<file path="config.mk">
export PLATFORM = sky130hd
export DESIGN_NAME = diag_monitor
export DESIGN_NICKNAME = d
export VERILOG_FILES = /design/src/verilog/diag_pkg.sv /design/src/verilog/diag_monitor.sv
export SDC_FILE = /design/constraint.sdc
export NUM_CORES = 1
export LEC_CHECK = 0
export ABC_CLOCK_PERIOD_IN_PS = 2000
export BUFFER_PORTS_ARGS = -buffer_cell sky130_fd_sc_hd__buf_2
export CAP_MARGIN = 5
export CORE_MARGIN = 3
export CORE_UTILIZATION = 45
export CTS_BUF_LIST = sky130_fd_sc_hd__clkbuf_4 sky130_fd_sc_hd__clkbuf_8
export DETAILED_ROUTE_END_ITERATION = 10
export MAX_ROUTING_LAYER = met4
export PLACE_DENSITY = 0.74
export SLEW_MARGIN = 20
export SYNTH_ARGS = -nofsm -noshare
export SYNTH_HDL_FRONTEND = slang
export SYNTH_SLANG_ARGS = --single-unit
</file>
<file path="constraint.sdc">
create_clock -name clk_sys -period 2 [get_ports clk_sys]
set_clock_uncertainty 0.1 [all_clocks]
set_input_delay 0.5 -clock clk_sys [delete_from_list [all_inputs] [get_ports clk_sys]]
set_output_delay 0.5 -clock clk_sys [all_outputs]
set_load 0.02 [all_outputs]
</file>
<file path="src/verilog/diag_pkg.sv">
package diag_pkg;
	// register byte addresses
	localparam logic [7:0]  ADDR_ERR_EN     = 8'h00;
	localparam logic [7:0]  ADDR_ERR        = 8'h04;
	localparam logic [7:0]  ADDR_STATUS     = 8'h08;
	localparam logic [7:0]  ADDR_DATA       = 8'h0c;
	localparam logic [7:0]  ADDR_MCLK_COUNT = 8'h10;
	localparam logic [7:0]  ADDR_OFFSET     = 8'h14;
	localparam logic [7:0]  ADDR_GAIN       = 8'h18;
	localparam int          ADDR_W          = 8;

	// widths
	localparam int          DATA_W          = 24;
	localparam int          ERR_W           = 12;
	localparam int          EN_W            = 18;
	localparam int          MCNT_W          = 8;
	localparam int          SCNT_W          = 8;
	localparam int          RUN_W           = 5;
	localparam int          PIN_W           = 10;

	// error flag and matching enable bit positions
	localparam int          B_REF           = 0;
	localparam int          B_CAL           = 1;
	localparam int          B_CONV          = 2;
	localparam int          B_SAT           = 3;
	localparam int          B_POS_OV        = 4;
	localparam int          B_POS_UV        = 5;
	localparam int          B_NEG_OV        = 6;
	localparam int          B_NEG_UV        = 7;
	localparam int          B_ASUP          = 8;
	localparam int          B_DSUP          = 9;
	localparam int          B_DECAP         = 10;
	localparam int          B_SCLK          = 11;
	// control-only enable bits
	localparam int          B_ATRIP         = 12;
	localparam int          B_DTRIP         = 13;
	localparam int          B_DECAP_SEL_LO  = 14;
	localparam int          B_DECAP_SEL_HI  = 15;
	localparam int          B_DECAP_TEST    = 16;
	localparam int          B_MCLK_EN       = 17;
	localparam logic [1:0]  DECAP_SEL_ANA   = 2'h1;
	localparam logic [1:0]  DECAP_SEL_DIG   = 2'h2;

	// synchronised pin vector positions
	localparam int          P_SCLK          = 0;
	localparam int          P_CS_N          = 1;
	localparam int          P_REF           = 2;
	localparam int          P_POS_OV        = 3;
	localparam int          P_POS_UV        = 4;
	localparam int          P_NEG_OV        = 5;
	localparam int          P_NEG_UV        = 6;
	localparam int          P_ALOW          = 7;
	localparam int          P_DLOW          = 8;
	localparam int          P_DECAP         = 9;
	localparam logic [9:0]  PIN_RST         = 10'h002;

	// reset values and limits
	localparam logic [17:0] EN_RST          = 18'h00000;
	localparam logic [23:0] OFFSET_RST      = 24'h800000;
	localparam logic [23:0] GAIN_RST        = 24'h400000;
	localparam logic [23:0] OFFSET_MIN      = 24'h07ffff;
	localparam logic [23:0] OFFSET_MAX      = 24'hf80000;
	localparam logic [23:0] CODE_ONES       = 24'hffffff;
	localparam logic [23:0] CODE_ZEROS      = 24'h000000;
	localparam logic [7:0]  MCLK_DIV_LAST   = 8'h82;
	localparam logic [4:0]  SAT_RUN         = 5'h14;
	localparam logic [2:0]  SCLK_MULT_MASK  = 3'h7;

	typedef enum logic [1:0] {
		FRAME_IDLE   = 2'b01,
		FRAME_ACTIVE = 2'b10
	} frame_state_t;
endpackage : diag_pkg

</file>
<file path="src/verilog/diag_monitor.sv">
`timescale 1ns/1ps
// How it works
// - enabled invalid reference sets reference flag and status summary bit
// - reference flag active: conversion results written as all ones
// - reference flag during calibration blocks coefficient update, flag still set
// - reference flag may set on standby exit; error read clears it
// - calibration, conversion, saturation flags set only with own enable
// - filter overflow/underflow sets conversion flag and clamps ones/zeros
// - conversion flag updates with data register, latched until error read
// - twenty equal consecutive modulator bits set saturation flag
// - offset coefficient out of range: keep offset, set calibration flag
// - full-scale calibration overflow: keep gain, set calibration flag
// - four input over/under flags, each gated by own enable
// - input over/under flags cleared by error register read
// - enabled supply monitors flag regulator undervoltage continuously
// - supply flag holds during undervoltage, clears by read after recovery
// - trip test routes ground into monitor so its flag sets
// - capacitor check turns regulator off, sets flag if output falls
// - only one regulator checked at a time; conversions disturbed
// - capacitor self test disconnects capacitor, forcing capacitor flag only while a regulator capacitor check runs
// - enabled master clock counter steps every 131 clocks, wraps
// - framed serial clock count not multiple of 8 sets flag
// - write frame with bad serial clock count is aborted
// - serial clock count check only with its enable set
module diag_monitor
	import diag_pkg::*;
(
	input  wire logic                          clk_sys,
	input  wire logic                          reset_n,
	// ahb-lite slave
	input  wire logic                          hsel,
	input  wire logic [31:0]                   haddr,
	input  wire logic [1:0]                    htrans,
	input  wire logic                          hwrite,
	input  wire logic [2:0]                    hsize,
	input  wire logic [31:0]                   hwdata,
	input  wire logic                          hready,
	output logic      [31:0]                   hrdata,
	output logic                               hreadyout,
	output logic                               hresp,
	// pins from outside the clock domain
	input  wire logic                          serclk,
	input  wire logic                          chip_select_n,
	input  wire logic                          ref_invalid,
	input  wire logic                          pos_over_cmp,
	input  wire logic                          pos_under_cmp,
	input  wire logic                          neg_over_cmp,
	input  wire logic                          neg_under_cmp,
	input  wire logic                          analog_regulator_low,
	input  wire logic                          digital_regulator_low,
	input  wire logic                          decap_output_fall,
	// modulator, filter and calibration engine
	input  wire logic                          mod_strobe,
	input  wire logic                          mod_bit,
	input  wire logic                          conv_valid,
	input  wire logic [diag_pkg::DATA_W-1:0]  conv_data,
	input  wire logic                          filter_overflow,
	input  wire logic                          filter_underflow,
	input  wire logic                          cal_done,
	input  wire logic                          cal_full_scale,
	input  wire logic [diag_pkg::DATA_W-1:0]  cal_coeff,
	input  wire logic                          cal_overflow,
	input  wire logic                          spi_write_frame,
	// results and analog controls
	output logic      [diag_pkg::DATA_W-1:0]  data_out,
	output logic      [diag_pkg::DATA_W-1:0]  offset_coeff,
	output logic      [diag_pkg::DATA_W-1:0]  gain_coeff,
	output logic                               status_fault,
	output logic                               analog_supmon_trip_test,
	output logic                               digital_supmon_trip_test,
	output logic                               analog_regulator_off,
	output logic                               digital_regulator_off,
	output logic                               decap_disconnect,
	output logic                               spi_write_commit,
	output logic                               spi_write_abort
);
	import diag_pkg::*;

	logic [PIN_W-1:0]  pin_meta_reg;
	logic [PIN_W-1:0]  pin_sync_reg;
	logic              sclk_prev_reg;
	logic [EN_W-1:0]   err_en_reg;
	logic [ERR_W-1:0]  err_reg;
	logic [ERR_W-1:0]  err_next;
	logic              status_reg;
	logic [DATA_W-1:0] data_reg;
	logic [DATA_W-1:0] data_next;
	logic [DATA_W-1:0] offset_reg;
	logic [DATA_W-1:0] gain_reg;
	logic [MCNT_W-1:0] mclk_div_reg;
	logic [MCNT_W-1:0] mclk_count_reg;
	logic [RUN_W-1:0]  run_reg;
	logic [RUN_W-1:0]  run_next;
	logic              last_bit_reg;
	logic [SCNT_W-1:0] sclk_cnt_reg;
	frame_state_t      frame_reg;
	logic              commit_reg;
	logic              abort_reg;
	logic [31:0]       hrdata_reg;
	logic              wr_pend_reg;
	logic [ADDR_W-1:0] wr_addr_reg;

	// bus decode
	wire               addr_phase   = hsel & hready & htrans[1];
	wire [ADDR_W-1:0]  addr_lo      = haddr[ADDR_W-1:0];
	wire               rd_err       = addr_phase & ~hwrite & (addr_lo == ADDR_ERR);
	wire               wr_en_reg    = wr_pend_reg & (wr_addr_reg == ADDR_ERR_EN);
	wire               wr_offset    = wr_pend_reg & (wr_addr_reg == ADDR_OFFSET);
	wire               wr_gain      = wr_pend_reg & (wr_addr_reg == ADDR_GAIN);
	wire [31:0]        rd_mux       =
		(addr_lo == ADDR_ERR_EN)     ? {{(32-EN_W){1'b0}}, err_en_reg} :
		(addr_lo == ADDR_ERR)        ? {{(32-ERR_W){1'b0}}, err_reg} :
		(addr_lo == ADDR_STATUS)     ? {31'h00000000, status_reg} :
		(addr_lo == ADDR_DATA)       ? {{(32-DATA_W){1'b0}}, data_reg} :
		(addr_lo == ADDR_MCLK_COUNT) ? {{(32-MCNT_W){1'b0}}, mclk_count_reg} :
		(addr_lo == ADDR_OFFSET)     ? {{(32-DATA_W){1'b0}}, offset_reg} :
		(addr_lo == ADDR_GAIN)       ? {{(32-DATA_W){1'b0}}, gain_reg} :
		32'h00000000;

	// synchronised pins
	wire               sclk_s       = pin_sync_reg[P_SCLK];
	wire               cs_active    = ~pin_sync_reg[P_CS_N];
	wire               sclk_rise    = sclk_s & ~sclk_prev_reg;
	wire [1:0]         decap_sel    = err_en_reg[B_DECAP_SEL_HI:B_DECAP_SEL_LO];

	// capacitor check single regulator
	// one regulator only
	wire               decap_ana    = (decap_sel == DECAP_SEL_ANA);
	wire               decap_dig    = (decap_sel == DECAP_SEL_DIG);
	wire               decap_run    = decap_ana | decap_dig;

	// trip tests force the monitor input low
	// ground routed in
	wire               asup_low     = pin_sync_reg[P_ALOW] | err_en_reg[B_ATRIP];
	wire               dsup_low     = pin_sync_reg[P_DLOW] | err_en_reg[B_DTRIP];

	// fault conditions still present
	wire  [ERR_W-1:0]  cond_vec;
	wire  [ERR_W-1:0]  set_vec;

	assign cond_vec[B_REF]    = err_en_reg[B_REF] & pin_sync_reg[P_REF];
	assign cond_vec[B_CAL]    = 1'b0;
	assign cond_vec[B_CONV]   = 1'b0;
	assign cond_vec[B_SAT]    = 1'b0;
	assign cond_vec[B_POS_OV] = err_en_reg[B_POS_OV] & pin_sync_reg[P_POS_OV];
	assign cond_vec[B_POS_UV] = err_en_reg[B_POS_UV] & pin_sync_reg[P_POS_UV];
	assign cond_vec[B_NEG_OV] = err_en_reg[B_NEG_OV] & pin_sync_reg[P_NEG_OV];
	assign cond_vec[B_NEG_UV] = err_en_reg[B_NEG_UV] & pin_sync_reg[P_NEG_UV];
	assign cond_vec[B_ASUP]   = err_en_reg[B_ASUP] & asup_low;
	assign cond_vec[B_DSUP]   = err_en_reg[B_DSUP] & dsup_low;
	assign cond_vec[B_DECAP]  = decap_run & (pin_sync_reg[P_DECAP] | err_en_reg[B_DECAP_TEST]);
	assign cond_vec[B_SCLK]   = 1'b0;

	// conversion path
	wire               conv_bad     = conv_valid & (filter_overflow | filter_underflow);
	wire               ref_flag     = err_reg[B_REF] | cond_vec[B_REF];

	// calibration checks
	wire               off_range_ok = (cal_coeff >= OFFSET_MIN) & (cal_coeff <= OFFSET_MAX);
	wire               off_bad      = cal_done & ~cal_full_scale & ~off_range_ok;
	wire               gain_bad     = cal_done & cal_full_scale & cal_overflow;
	wire               off_load     = cal_done & ~cal_full_scale & off_range_ok & ~ref_flag;
	wire               gain_load    = cal_done & cal_full_scale & ~cal_overflow & ~ref_flag;

	// saturation run length
	wire               same_bit     = (mod_bit == last_bit_reg);
	assign run_next = ~mod_strobe ? run_reg :
		~same_bit ? RUN_W'(1) :
		(run_reg >= SAT_RUN) ? SAT_RUN : RUN_W'(run_reg + 1'b1);

	// serial frame end and count check
	wire               frame_end    = (frame_reg == FRAME_ACTIVE) & ~cs_active;
	wire               sclk_bad     = frame_end & ((sclk_cnt_reg[2:0] & SCLK_MULT_MASK) != 3'h0);
	wire               sclk_chk     = err_en_reg[B_SCLK];

	// calibration, conversion, saturation events each gated by enable
	assign set_vec[B_CAL]  = err_en_reg[B_CAL] & (off_bad | gain_bad);
	assign set_vec[B_CONV] = err_en_reg[B_CONV] & conv_bad;
	assign set_vec[B_SAT]  = err_en_reg[B_SAT] & mod_strobe & (run_next >= SAT_RUN);
	assign set_vec[B_SCLK] = sclk_chk & sclk_bad;
	assign set_vec[B_REF]     = cond_vec[B_REF];
	assign set_vec[B_POS_OV]  = cond_vec[B_POS_OV];
	assign set_vec[B_POS_UV]  = cond_vec[B_POS_UV];
	assign set_vec[B_NEG_OV]  = cond_vec[B_NEG_OV];
	assign set_vec[B_NEG_UV]  = cond_vec[B_NEG_UV];
	assign set_vec[B_ASUP]    = cond_vec[B_ASUP];
	assign set_vec[B_DSUP]    = cond_vec[B_DSUP];
	assign set_vec[B_DECAP]   = cond_vec[B_DECAP];

	// read clears flags whose fault is gone; set wins
	wire [ERR_W-1:0]   clr_mask     = rd_err ? ~cond_vec : {ERR_W{1'b0}};
	assign err_next = (err_reg & ~clr_mask) | set_vec;

	assign data_next = ~conv_valid ? data_reg :
		ref_flag ? CODE_ONES :
		filter_overflow ? CODE_ONES :
		filter_underflow ? CODE_ZEROS : conv_data;

	// pin synchronisers
	always_ff @(posedge clk_sys or negedge reset_n)
	begin
		if (!reset_n)
		begin
			pin_meta_reg  <= PIN_RST;
			pin_sync_reg  <= PIN_RST;
			sclk_prev_reg <= 1'b0;
		end
		else
		begin
			pin_meta_reg  <= {decap_output_fall, digital_regulator_low, analog_regulator_low,
				neg_under_cmp, neg_over_cmp, pos_under_cmp, pos_over_cmp, ref_invalid,
				chip_select_n, serclk};
			pin_sync_reg  <= pin_meta_reg;
			sclk_prev_reg <= sclk_s;
		end
	end

	// error flags, status and conversion data
	// summary bit
	always_ff @(posedge clk_sys or negedge reset_n)
	begin
		if (!reset_n)
		begin
			err_reg    <= {ERR_W{1'b0}};
			status_reg <= 1'b0;
			data_reg   <= CODE_ZEROS;
		end
		else
		begin
			err_reg    <= err_next;
			status_reg <= |err_next;
			data_reg   <= data_next;
		end
	end

	// software registers and coefficients
	always_ff @(posedge clk_sys or negedge reset_n)
	begin
		if (!reset_n)
		begin
			err_en_reg <= EN_RST;
			offset_reg <= OFFSET_RST;
			gain_reg   <= GAIN_RST;
		end
		else
		begin
			if (wr_en_reg)
				err_en_reg <= hwdata[EN_W-1:0];
			if (off_load)
				offset_reg <= cal_coeff;
			else if (wr_offset)
				offset_reg <= hwdata[DATA_W-1:0];
			if (gain_load)
				gain_reg <= cal_coeff;
			else if (wr_gain)
				gain_reg <= hwdata[DATA_W-1:0];
		end
	end

	always_ff @(posedge clk_sys or negedge reset_n)
	begin
		if (!reset_n)
		begin
			mclk_div_reg   <= {MCNT_W{1'b0}};
			mclk_count_reg <= {MCNT_W{1'b0}};
		end
		else if (err_en_reg[B_MCLK_EN])
		begin
			mclk_div_reg <= (mclk_div_reg == MCLK_DIV_LAST) ? {MCNT_W{1'b0}}
				: MCNT_W'(mclk_div_reg + 1'b1);
			if (mclk_div_reg == MCLK_DIV_LAST)
				mclk_count_reg <= MCNT_W'(mclk_count_reg + 1'b1);
		end
		else
			mclk_div_reg <= {MCNT_W{1'b0}};
	end

	// modulator run tracking
	always_ff @(posedge clk_sys or negedge reset_n)
	begin
		if (!reset_n)
		begin
			run_reg      <= {RUN_W{1'b0}};
			last_bit_reg <= 1'b0;
		end
		else
		begin
			run_reg <= run_next;
			if (mod_strobe)
				last_bit_reg <= mod_bit;
		end
	end

	// serial frame tracking
	always_ff @(posedge clk_sys or negedge reset_n)
	begin
		if (!reset_n)
		begin
			frame_reg    <= FRAME_IDLE;
			sclk_cnt_reg <= {SCNT_W{1'b0}};
			commit_reg   <= 1'b0;
			abort_reg    <= 1'b0;
		end
		else
		begin
			commit_reg <= 1'b0;
			abort_reg  <= 1'b0;
			case (frame_reg)
				FRAME_IDLE:
				begin
					sclk_cnt_reg <= {SCNT_W{1'b0}};
					if (cs_active)
						frame_reg <= FRAME_ACTIVE;
				end
				FRAME_ACTIVE:
				begin
					if (sclk_rise)
						sclk_cnt_reg <= SCNT_W'(sclk_cnt_reg + 1'b1);
					if (!cs_active)
					begin
						frame_reg <= FRAME_IDLE;
						abort_reg  <= spi_write_frame & sclk_chk & sclk_bad;
						commit_reg <= spi_write_frame & ~(sclk_chk & sclk_bad);
					end
				end
				default:
					frame_reg <= FRAME_IDLE;
			endcase
		end
	end

	// ahb-lite slave, zero wait states
	always_ff @(posedge clk_sys or negedge reset_n)
	begin
		if (!reset_n)
		begin
			hrdata_reg  <= 32'h00000000;
			wr_pend_reg <= 1'b0;
			wr_addr_reg <= {ADDR_W{1'b0}};
		end
		else
		begin
			wr_pend_reg <= addr_phase & hwrite;
			if (addr_phase)
				wr_addr_reg <= addr_lo;
			if (addr_phase & ~hwrite)
				hrdata_reg <= rd_mux;
		end
	end

	assign hrdata                   = hrdata_reg;
	assign hreadyout                = reset_n;
	assign hresp                    = 1'b0;
	assign data_out                 = data_reg;
	assign offset_coeff             = offset_reg;
	assign gain_coeff               = gain_reg;
	assign status_fault             = status_reg;
	assign analog_supmon_trip_test  = err_en_reg[B_ATRIP];
	assign digital_supmon_trip_test = err_en_reg[B_DTRIP];
	assign analog_regulator_off     = decap_ana;
	assign digital_regulator_off    = decap_dig;
	assign decap_disconnect         = err_en_reg[B_DECAP_TEST];
	assign spi_write_commit         = commit_reg;
	assign spi_write_abort          = abort_reg;
endmodule : diag_monitor

</file>
==> impl_metrics.ini, run 1 <==
[sta]
whs_ns = -0.0135
report.final.slew_viol_count = 0
setup_ws_ns = -0.205
slew_headroom = 0.585
tightest_slew_ns = 0.622
finalSetupTns_ns = -10.42
fin_crit_ns = 2.21
setup_viol = 66
timing.fmax_mhz = 453
report.final.hold_viol_count = 8
period_share = 1.10
grt_setup_unrepaired = true

[setup_path]
r2r-start = wr_addr_reg[7]$_DFFE_PN0P_
critPathKind = reg -> reg
cp_max_fo = 18
crit_path_end_kind = register
max_stage_delay_ns = 0.43
r2r-end = err_en_reg[9]$_DFFE_PN0P_
worstPathArrival_ns = 2.47
worstSetupStartpointType = register
reg2reg_slack_ns = -0.21
required_ns = 2.26
crit_path_cell_trace = nor4_2 > nand3b_1 > buf_4 > or4_4 > buf_12 > mux2_4
critPathSlowestCell = or4_4
ff2ff_path_depth = 6

[placement]
dp_slack_ns = -0.595
dpl.hpwl_mm = 20.6
place_inst = 1301
placed_area_mm2 = 0.0108
place_congestion = 0.937
io_buffers = 209

[drt]
num_vias = 7798
vias_per_cell = 5.77
wl_mm = 29.6
drc = 0
first_pass_iters = 6
drt_iter0_drc = 615
drtAntennaViolNets = 0
wl_per_cell_um = 21.9

[hold_path]
hold_path.class = in -> async

[floorplan]
core_area_mm2 = 0.0191
dieArea_mm2 = 0.0215
die_y_um = 147
initial_utilization = 0.466
die_x_um = 147
num_io_pins = 255
fp-row-count = 50

[layout]
finalNetCount = 1223
mostFrequentLayoutCell = buf_2
stdcell_area_mm2 = 0.0118
final_layout_size_suffix_gt1_frac = 0.445
finalNonFillerCells = 1351
num-fill-cells = 1495
final_cell_mix = buf_2 (208), dfrtp_1 (181), buf_4 (73)
synthToLayoutAreaGrowth_pct = 32.6

[power]
power_mw = 9.19
p_leak_nw = 5.39
power.density_mw_per_mm2 = 779
peakVddDrop_v = 0.000551

[synthesis]
synth_edf_count = 0
yosys_most_used_dff = dfrtp_1
syn_avg_cell_area_um2 = 11.2
ys_warn_count = 0
syn_area_mm2 = 0.00890
synth.distinct_cells = 61
async_flop_share = 1.00
syn_inst = 792
ys_ff_latch = 186
synth-seq-area-share = 0.524

[grt]
grtUsageTotal = 0.272
antenna_found_initial = 4
grt_pass1_vias = 7660
grt-ovfl-total = 0
grt_max_degree = 110
grt_pass1_wl_mm = 44.0

[flow_run]
drv_cap = 0

[clock_network]
h-tree-depth = 4
insertion_delay_ns = 0.48
cts_buffers = 17
clk_pin_slew_ns = 0.10
clockBufferDepth = 2
cts.sinks = 186
cts_tree = done
root_buffer = clkbuf_8

[status]
violations = hold timing, setup timing
status = finished with violations
## metal layers
layer	vias up	part of all wire	global-route usage	routed length, um
met5	-	0	-	0
met4	0	0.025	0.0748	734
met3	54	0.092	0.0751	2740
met2	439	0.47	0.412	13800
met1	3870	0.42	0.362	12300
li1	3435	-	-	-
## report_power, final
group / switching (mW) / total (mW) / leakage, nW / internal, mW
combinational: 1.14 / 2.12 / 3.05 / 0.975
clock: 1.49 / 2.40 / 0.186 / 0.909
sequential: 0.481 / 4.67 / 2.15 / 4.19
total: 3.11 / 9.19 / 5.39 / 6.08
## cell families (layout without fill, tap and decap cells)
family          Yosys count  after routing  share of synthesized area
buf+inv                  66            352                     0.0406
other cells               1             14                   0.000421
mux                     105            105                      0.133
flops                   186            186                      0.524
xor+xnor                 16             16                     0.0157
compound gates          174            174                      0.132
fa+ha+maj                 9              9                     0.0127
simple gates            235            235                      0.142
## per-stage QoR
step | hold WS [ns] | util
after detailed placement | 0.236 | 0.565
after global routing | 0.00236 | 0.618
after floorplan | 0.104 | -
after CTS | 0.000167 | 0.598
after global placement | 0.233 | 0.565
final | -0.0135 | 0.618
## cell type report
class	count	area, um2	share of cell area
Tap cell	260	325	0.0276
Sequential cell	186	4660	0.395
Clock buffer	18	241	0.0205
Multi-Input combinational cell	548	4310	0.365
Inverter	15	56.3	0.00477
Antenna cell	5	12.5	0.00106
Clock inverter	14	115	0.00976
Timing Repair Buffer	305	2070	0.176
## cell usage after synthesis, types with 10 or more instances
cell type,number,area share
mux2_2,65,0.082
nand2_1,54,0.023
a21oi_1,47,0.026
a222oi_1,11,0.012
nor2b_1,28,0.020
mux2_4,10,0.017
nand3_1,15,0.0084
buf_2,10,0.0056
clkbuf_1,22,0.0093
nand4_1,10,0.0070
dfrtp_1,181,0.51
mux2i_1,30,0.034
xnor2_1,10,0.0098
buf_4,11,0.0093
nor2_1,64,0.027
inv_1,15,0.0063
o21ai_0,35,0.020
o22a_1,25,0.025
a31oi_1,14,0.0098
a22o_1,17,0.017
nand2b_1,11,0.0077
## how the worst max path moves through the flow
stage                                     from                           end  slack, ns  cells past startpoint
floorplan                         cal_coeff[4]  offset_coeff[10]$_DFFE_PN0P_      -0.19                      6
global placement                 cal_coeff[16]   offset_coeff[3]$_DFFE_PN0P_      -0.56                      8
detailed placement                cal_coeff[4]  offset_coeff[18]$_DFFE_PN0P_      -0.60                      7
CTS                 wr_addr_reg[1]$_DFFE_PN0P_     err_en_reg[9]$_DFFE_PN0P_      -0.19                      6
global route        wr_addr_reg[7]$_DFFE_PN0P_   offset_coeff[8]$_DFFE_PN0P_      -0.24                      7
finish              wr_addr_reg[7]$_DFFE_PN0P_     err_en_reg[9]$_DFFE_PN0P_      -0.21                      6
## critical path: cells and delay by family (launching register included)
| kind | cells | cell delay (ns) |
|---|---|---|
| muxes | 1 | 0.31 |
| DFF | 1 | 0.40 |
| and+or+nand+nor | 3 | 0.90 |
| buffers and inverters | 2 | 0.38 |
## timing repair
item,CTS,global route
hold buffers,1,0
setup buffers,5,0
pin swaps,3,3
gates cloned,4,4
endpoints found under the setup margin,66,71
gates resized for setup,30,80
endpoints found under the hold margin,1,0
Power figures use the tool's default switching activity.
==> run 2, diff against run 1 <==
- CTS_BUF_LIST: sky130_fd_sc_hd__clkbuf_4 sky130_fd_sc_hd__clkbuf_8 -> sky130_fd_sc_hd__clkbuf_8
==> impl_metrics.ini, run 2 (synthesis results as in run 1) <==
[clock_network]
h-tree-depth = 4
clk_pin_slew_ns = 0.10
cts_tree = done
root_buffer = clkbuf_8
clockBufferDepth = 2
cts_buffers = 17
insertion_delay_ns = 0.48
cts.sinks = 186

[setup_path]
critPathLaunch = wr_addr_reg[7]$_DFFE_PN0P_
crit_path_end_kind = register
worstPathArrival_ns = 2.46
critPathSlowestCell = or4_4
required_ns = 2.27
r2r-start = wr_addr_reg[7]$_DFFE_PN0P_
max_stage_delay_ns = 0.43
r2r-end = err_en_reg[9]$_DFFE_PN0P_
ff2ff_path_depth = 6
crit_buf_inv = 2
reg2reg_slack_ns = -0.20
crit_path_cell_trace = nor4_2 > nand3b_1 > buf_4 > or4_4 > buf_12 > mux2_4
cp_max_fo = 18
cp_top_family = simple AND/OR/NAND/NOR gates
worstSetupStartpointType = register
cp_num_cells = 6
critPathKind = reg -> reg

[sta]
fin_crit_ns = 2.20
whs_ns = -0.0172
report.final.hold_viol_count = 11
timing.fmax_mhz = 455
setup_viol = 66
finalSetupTns_ns = -9.47
tightest_slew_ns = 0.608
period_share = 1.10
report.final.slew_viol_count = 0
grt_setup_unrepaired = true
setup_ws_ns = -0.199
slew_headroom = 0.594

[drt]
drt_iter0_drc = 690
wl_mm = 29.3
drtAntennaViolNets = 0
first_pass_iters = 7
drc = 0
vias_per_cell = 5.78
num_vias = 7812
wl_per_cell_um = 21.7

[floorplan]
dieArea_mm2 = 0.0215
core_area_mm2 = 0.0191
num_io_pins = 255
fp-row-count = 50
initial_utilization = 0.466
die_y_um = 147
die_x_um = 147

[power]
power.density_mw_per_mm2 = 777
peakVddDrop_v = 0.000549
p_leak_nw = 5.39

[placement]
place_congestion = 0.937
io_buffers = 209
place_inst = 1301
placed_area_mm2 = 0.0108
dpl.hpwl_mm = 20.6

[hold_path]
hold_path.class = in -> async

[flow_run]
drv_cap = 0

[status]
violations = hold timing, setup timing
status = finished with violations

[grt]
grtUsageTotal = 0.270
grt_pass1_vias = 7679
grt_pass1_wl_mm = 43.8
grt_max_degree = 110
antenna_found_initial = 4
grt-ovfl-total = 0

[layout]
final_cell_mix = buf_2 (208), dfrtp_1 (181), buf_4 (73)
final_layout_size_suffix_gt1_frac = 0.444
num-fill-cells = 1500
finalNetCount = 1223
finalNonFillerCells = 1351
synthToLayoutAreaGrowth_pct = 32.5
stdcell_area_mm2 = 0.0118
mostFrequentLayoutCell = buf_2
run 2: changes by cell type in the layout (fill, tap and decap cells not counted):
cell / previous run / this run
clkbuf_4: 1 / 0
inv_1: 15 / 16
run 2: power by group:
group,switching [mW],leakage [nW],internal (mW)
combinational,1.14,3.05,0.975
clock,1.48,0.187,0.890
sequential,0.479,2.15,4.19
run 2: what timing repair did:
item | CTS | global route
setup endpoints to repair | 66 | 71
cloned | 4 | 4
gates resized for setup | 30 | 80
pin swaps | 3 | 3
hold endpoints to repair | 1 | 0
setup buffers | 5 | 0
hold buffers | 1 | 0
run 2: worst max path at each step:
| stage | endpoint | slack [ns] |
|---|---|---|
| final | err_en_reg[9]$_DFFE_PN0P_ | -0.20 |
| after CTS | err_en_reg[9]$_DFFE_PN0P_ | -0.19 |
| after detailed placement | offset_coeff[18]$_DFFE_PN0P_ | -0.60 |
| after floorplan | offset_coeff[10]$_DFFE_PN0P_ | -0.19 |
| after global routing | offset_coeff[8]$_DFFE_PN0P_ | -0.26 |
| after global placement | offset_coeff[3]$_DFFE_PN0P_ | -0.56 |
run 2: cell type report:
class	instances	area, um2	share of cell area
sequential	186	4660	0.395
multi-input combinational	548	4310	0.366
timing repair buffer	305	2070	0.176
tap	260	325	0.0276
clock buffer	17	234	0.0198
clock inverter	15	119	0.0101
inverter	15	56.3	0.00478
antenna	5	12.5	0.00106
run 2: stage by stage:
step	util	hold slack (ns)	setup WS, ns	total power, mW
global placement	0.565	0.233	-0.561	6.53
detailed placement	0.565	0.236	-0.595	6.58
finish	0.618	-0.0172	-0.199	9.16
floorplan	-	0.104	-0.189	5.68
CTS	0.598	0.000167	-0.195	9.01
global route	0.618	0.00267	-0.258	9.57
run 2: routing by layer:
metal / GRT usage / vias up / wire length (um)
met5: - / - / 0
met4: 0.0767 / 0 / 722
met3: 0.0732 / 49 / 2650
met2: 0.410 / 400 / 13700
met1: 0.360 / 3926 / 12300
li1: - / 3437 / -
==> run 3, diff against run 2 <==
- SKIP_LAST_GASP: not set -> 1
==> impl_metrics.ini, run 3 (synthesis results as in run 1) <==
[sta]
fin_crit_ns = 2.21
whs_ns = -0.0202
report.final.hold_viol_count = 9
setup_ws_ns = -0.212
slew_headroom = 0.597
tightest_slew_ns = 0.605
grt_setup_unrepaired = true
timing.fmax_mhz = 452
setup_viol = 66
report.final.slew_viol_count = 0
period_share = 1.11

[setup_path]
cp_max_fo = 9
required_ns = 2.27
worstSetupStartpointType = register
worstPathArrival_ns = 2.49
crit_path_end_kind = register
critPathKind = reg -> reg

[layout]
final_cell_mix = buf_2 (208), dfrtp_1 (181), buf_4 (73)
final_util = 0.620
finalNetCount = 1224
finalNonFillerCells = 1351
mostFrequentLayoutCell = buf_2
final_layout_size_suffix_gt1_frac = 0.443
num-fill-cells = 1503
synthToLayoutAreaGrowth_pct = 32.9

[placement]
place_congestion = 0.937
dp_slack_ns = -0.595
place_inst = 1301
dpl.hpwl_mm = 20.6
io_buffers = 209

[power]
peakVddDrop_v = 0.000553
internal_power_mw = 6.06
switching_share = 0.340
p_comb_frac = 0.231
switching_power_mw = 3.12
power.density_mw_per_mm2 = 777
clockPowerShare = 0.261
p_seq_frac = 0.508
p_leak_nw = 5.42
power_mw = 9.19

[grt]
grtUsageTotal = 0.269
antenna_found_initial = 3
grt_max_degree = 110
grt-ovfl-total = 0
grt_pass1_wl_mm = 43.5
grt_pass1_vias = 7620

[status]
status = finished with violations
violations = hold timing, setup timing

[clock_network]
cts_tree = done
clockBufferDepth = 2
cts.sinks = 186
root_buffer = clkbuf_8
h-tree-depth = 4
cts_buffers = 17
clk_pin_slew_ns = 0.11
insertion_delay_ns = 0.48

[flow_run]
drv_cap = 0

[drt]
drc = 0
first_pass_iters = 6
vias_per_cell = 5.81
num_vias = 7846
drt_iter0_drc = 633
drtAntennaViolNets = 0
wl_per_cell_um = 22.0
wl_mm = 29.7

[floorplan]
dieArea_mm2 = 0.0215
fp-row-count = 50
num_io_pins = 255
die_x_um = 147
initial_utilization = 0.466
die_y_um = 147
core_area_mm2 = 0.0191

[hold_path]
hold_path.class = in -> async
==> run 3: cell types whose count changed in the layout (fill, tap and decap cells not counted), sizes merged <==
cell	previous run	this run
clkbuf	21	22
diode	5	4
==> run 3: worst paths after layout <==
path | start | end | slack (ns) | cells after the start
max | wr_addr_reg[7]$_DFFE_PN0P_ | err_en_reg[11]$_DFFE_PN0P_ | -0.21 | 6
min | reset_n | run_reg[4]$_DFF_PN0_ | -0.02 | 2
max reg2reg | wr_addr_reg[7]$_DFFE_PN0P_ | err_en_reg[11]$_DFFE_PN0P_ | -0.21 | 6
min reg2reg | pin_meta_reg[8]$_DFF_PN0_ | pin_sync_reg[8]$_DFF_PN0_ | 0.26 | 0
max in group asynchronous | reset_n | offset_coeff[18]$_DFFE_PN0P_ | 1.30 | 2
min in group clk_sys | serclk | pin_meta_reg[0]$_DFF_PN0_ | 0.02 | 1
==> run 3: power by group through the flow <==
stage	logic, mW	registers (mW)	clock network (mW)
after floorplan	0.809	4.88	0
after global placement	1.87	4.65	0
after detailed placement	1.91	4.66	0
after CTS	1.94	4.60	2.42
after global routing	2.29	4.72	2.58
final	2.12	4.67	2.39
==> run 3: through the flow <==
step | hold slack, ns | TNS (ns) | area (um2)
CTS | 0.000167 | -11.71 | 11300
floorplan | 0.104 | -3.91 | 8930
detailed placement | 0.236 | -21.58 | 10800
global placement | 0.233 | -20.03 | 10800
global route | 0.00107 | -14.79 | 11800
finish | -0.0202 | -9.76 | 11800
==> run 3: repair_timing <==
| item | in CTS | in global routing |
|---|---|---|
| endpoints found under the hold margin | 1 | 0 |
| buffers inserted | 5 | 0 |
| gates cloned | 4 | 5 |
| hold buffers | 1 | 0 |
| gates resized for setup | 12 | 100 |
| setup endpoints to repair | 66 | 71 |
| pin swaps | 3 | 3 |
==> run 3: final cells by class <==
type,instances,area (um2),share of cell area
diodes,4,10.0,0.000847
clock buffers,17,234,0.0198
clock inverters,15,119,0.0101
inverters,15,56.3,0.00476
multi-input cells,548,4320,0.365
flip-flops and latches,186,4660,0.394
well taps,260,325,0.0275
repair buffers,306,2100,0.177
==> run 3: per-layer routing <==
layer	track usage	up-vias	share of wire
li1	-	3441	-
met3	0.0748	46	0.10
met5	-	-	0
met2	0.411	453	0.47
met4	0.0710	0	0.022
met1	0.356	3906	0.41
==> run 3: worst max-delay path: stages, from the launching register on <==
cell and delay, ns:
dfrtp_1 0.40, nor4_2 0.27, nand3b_1 0.19, buf_4 0.19
or4_4 0.46, clkbuf_16 0.21, mux2_4 0.30
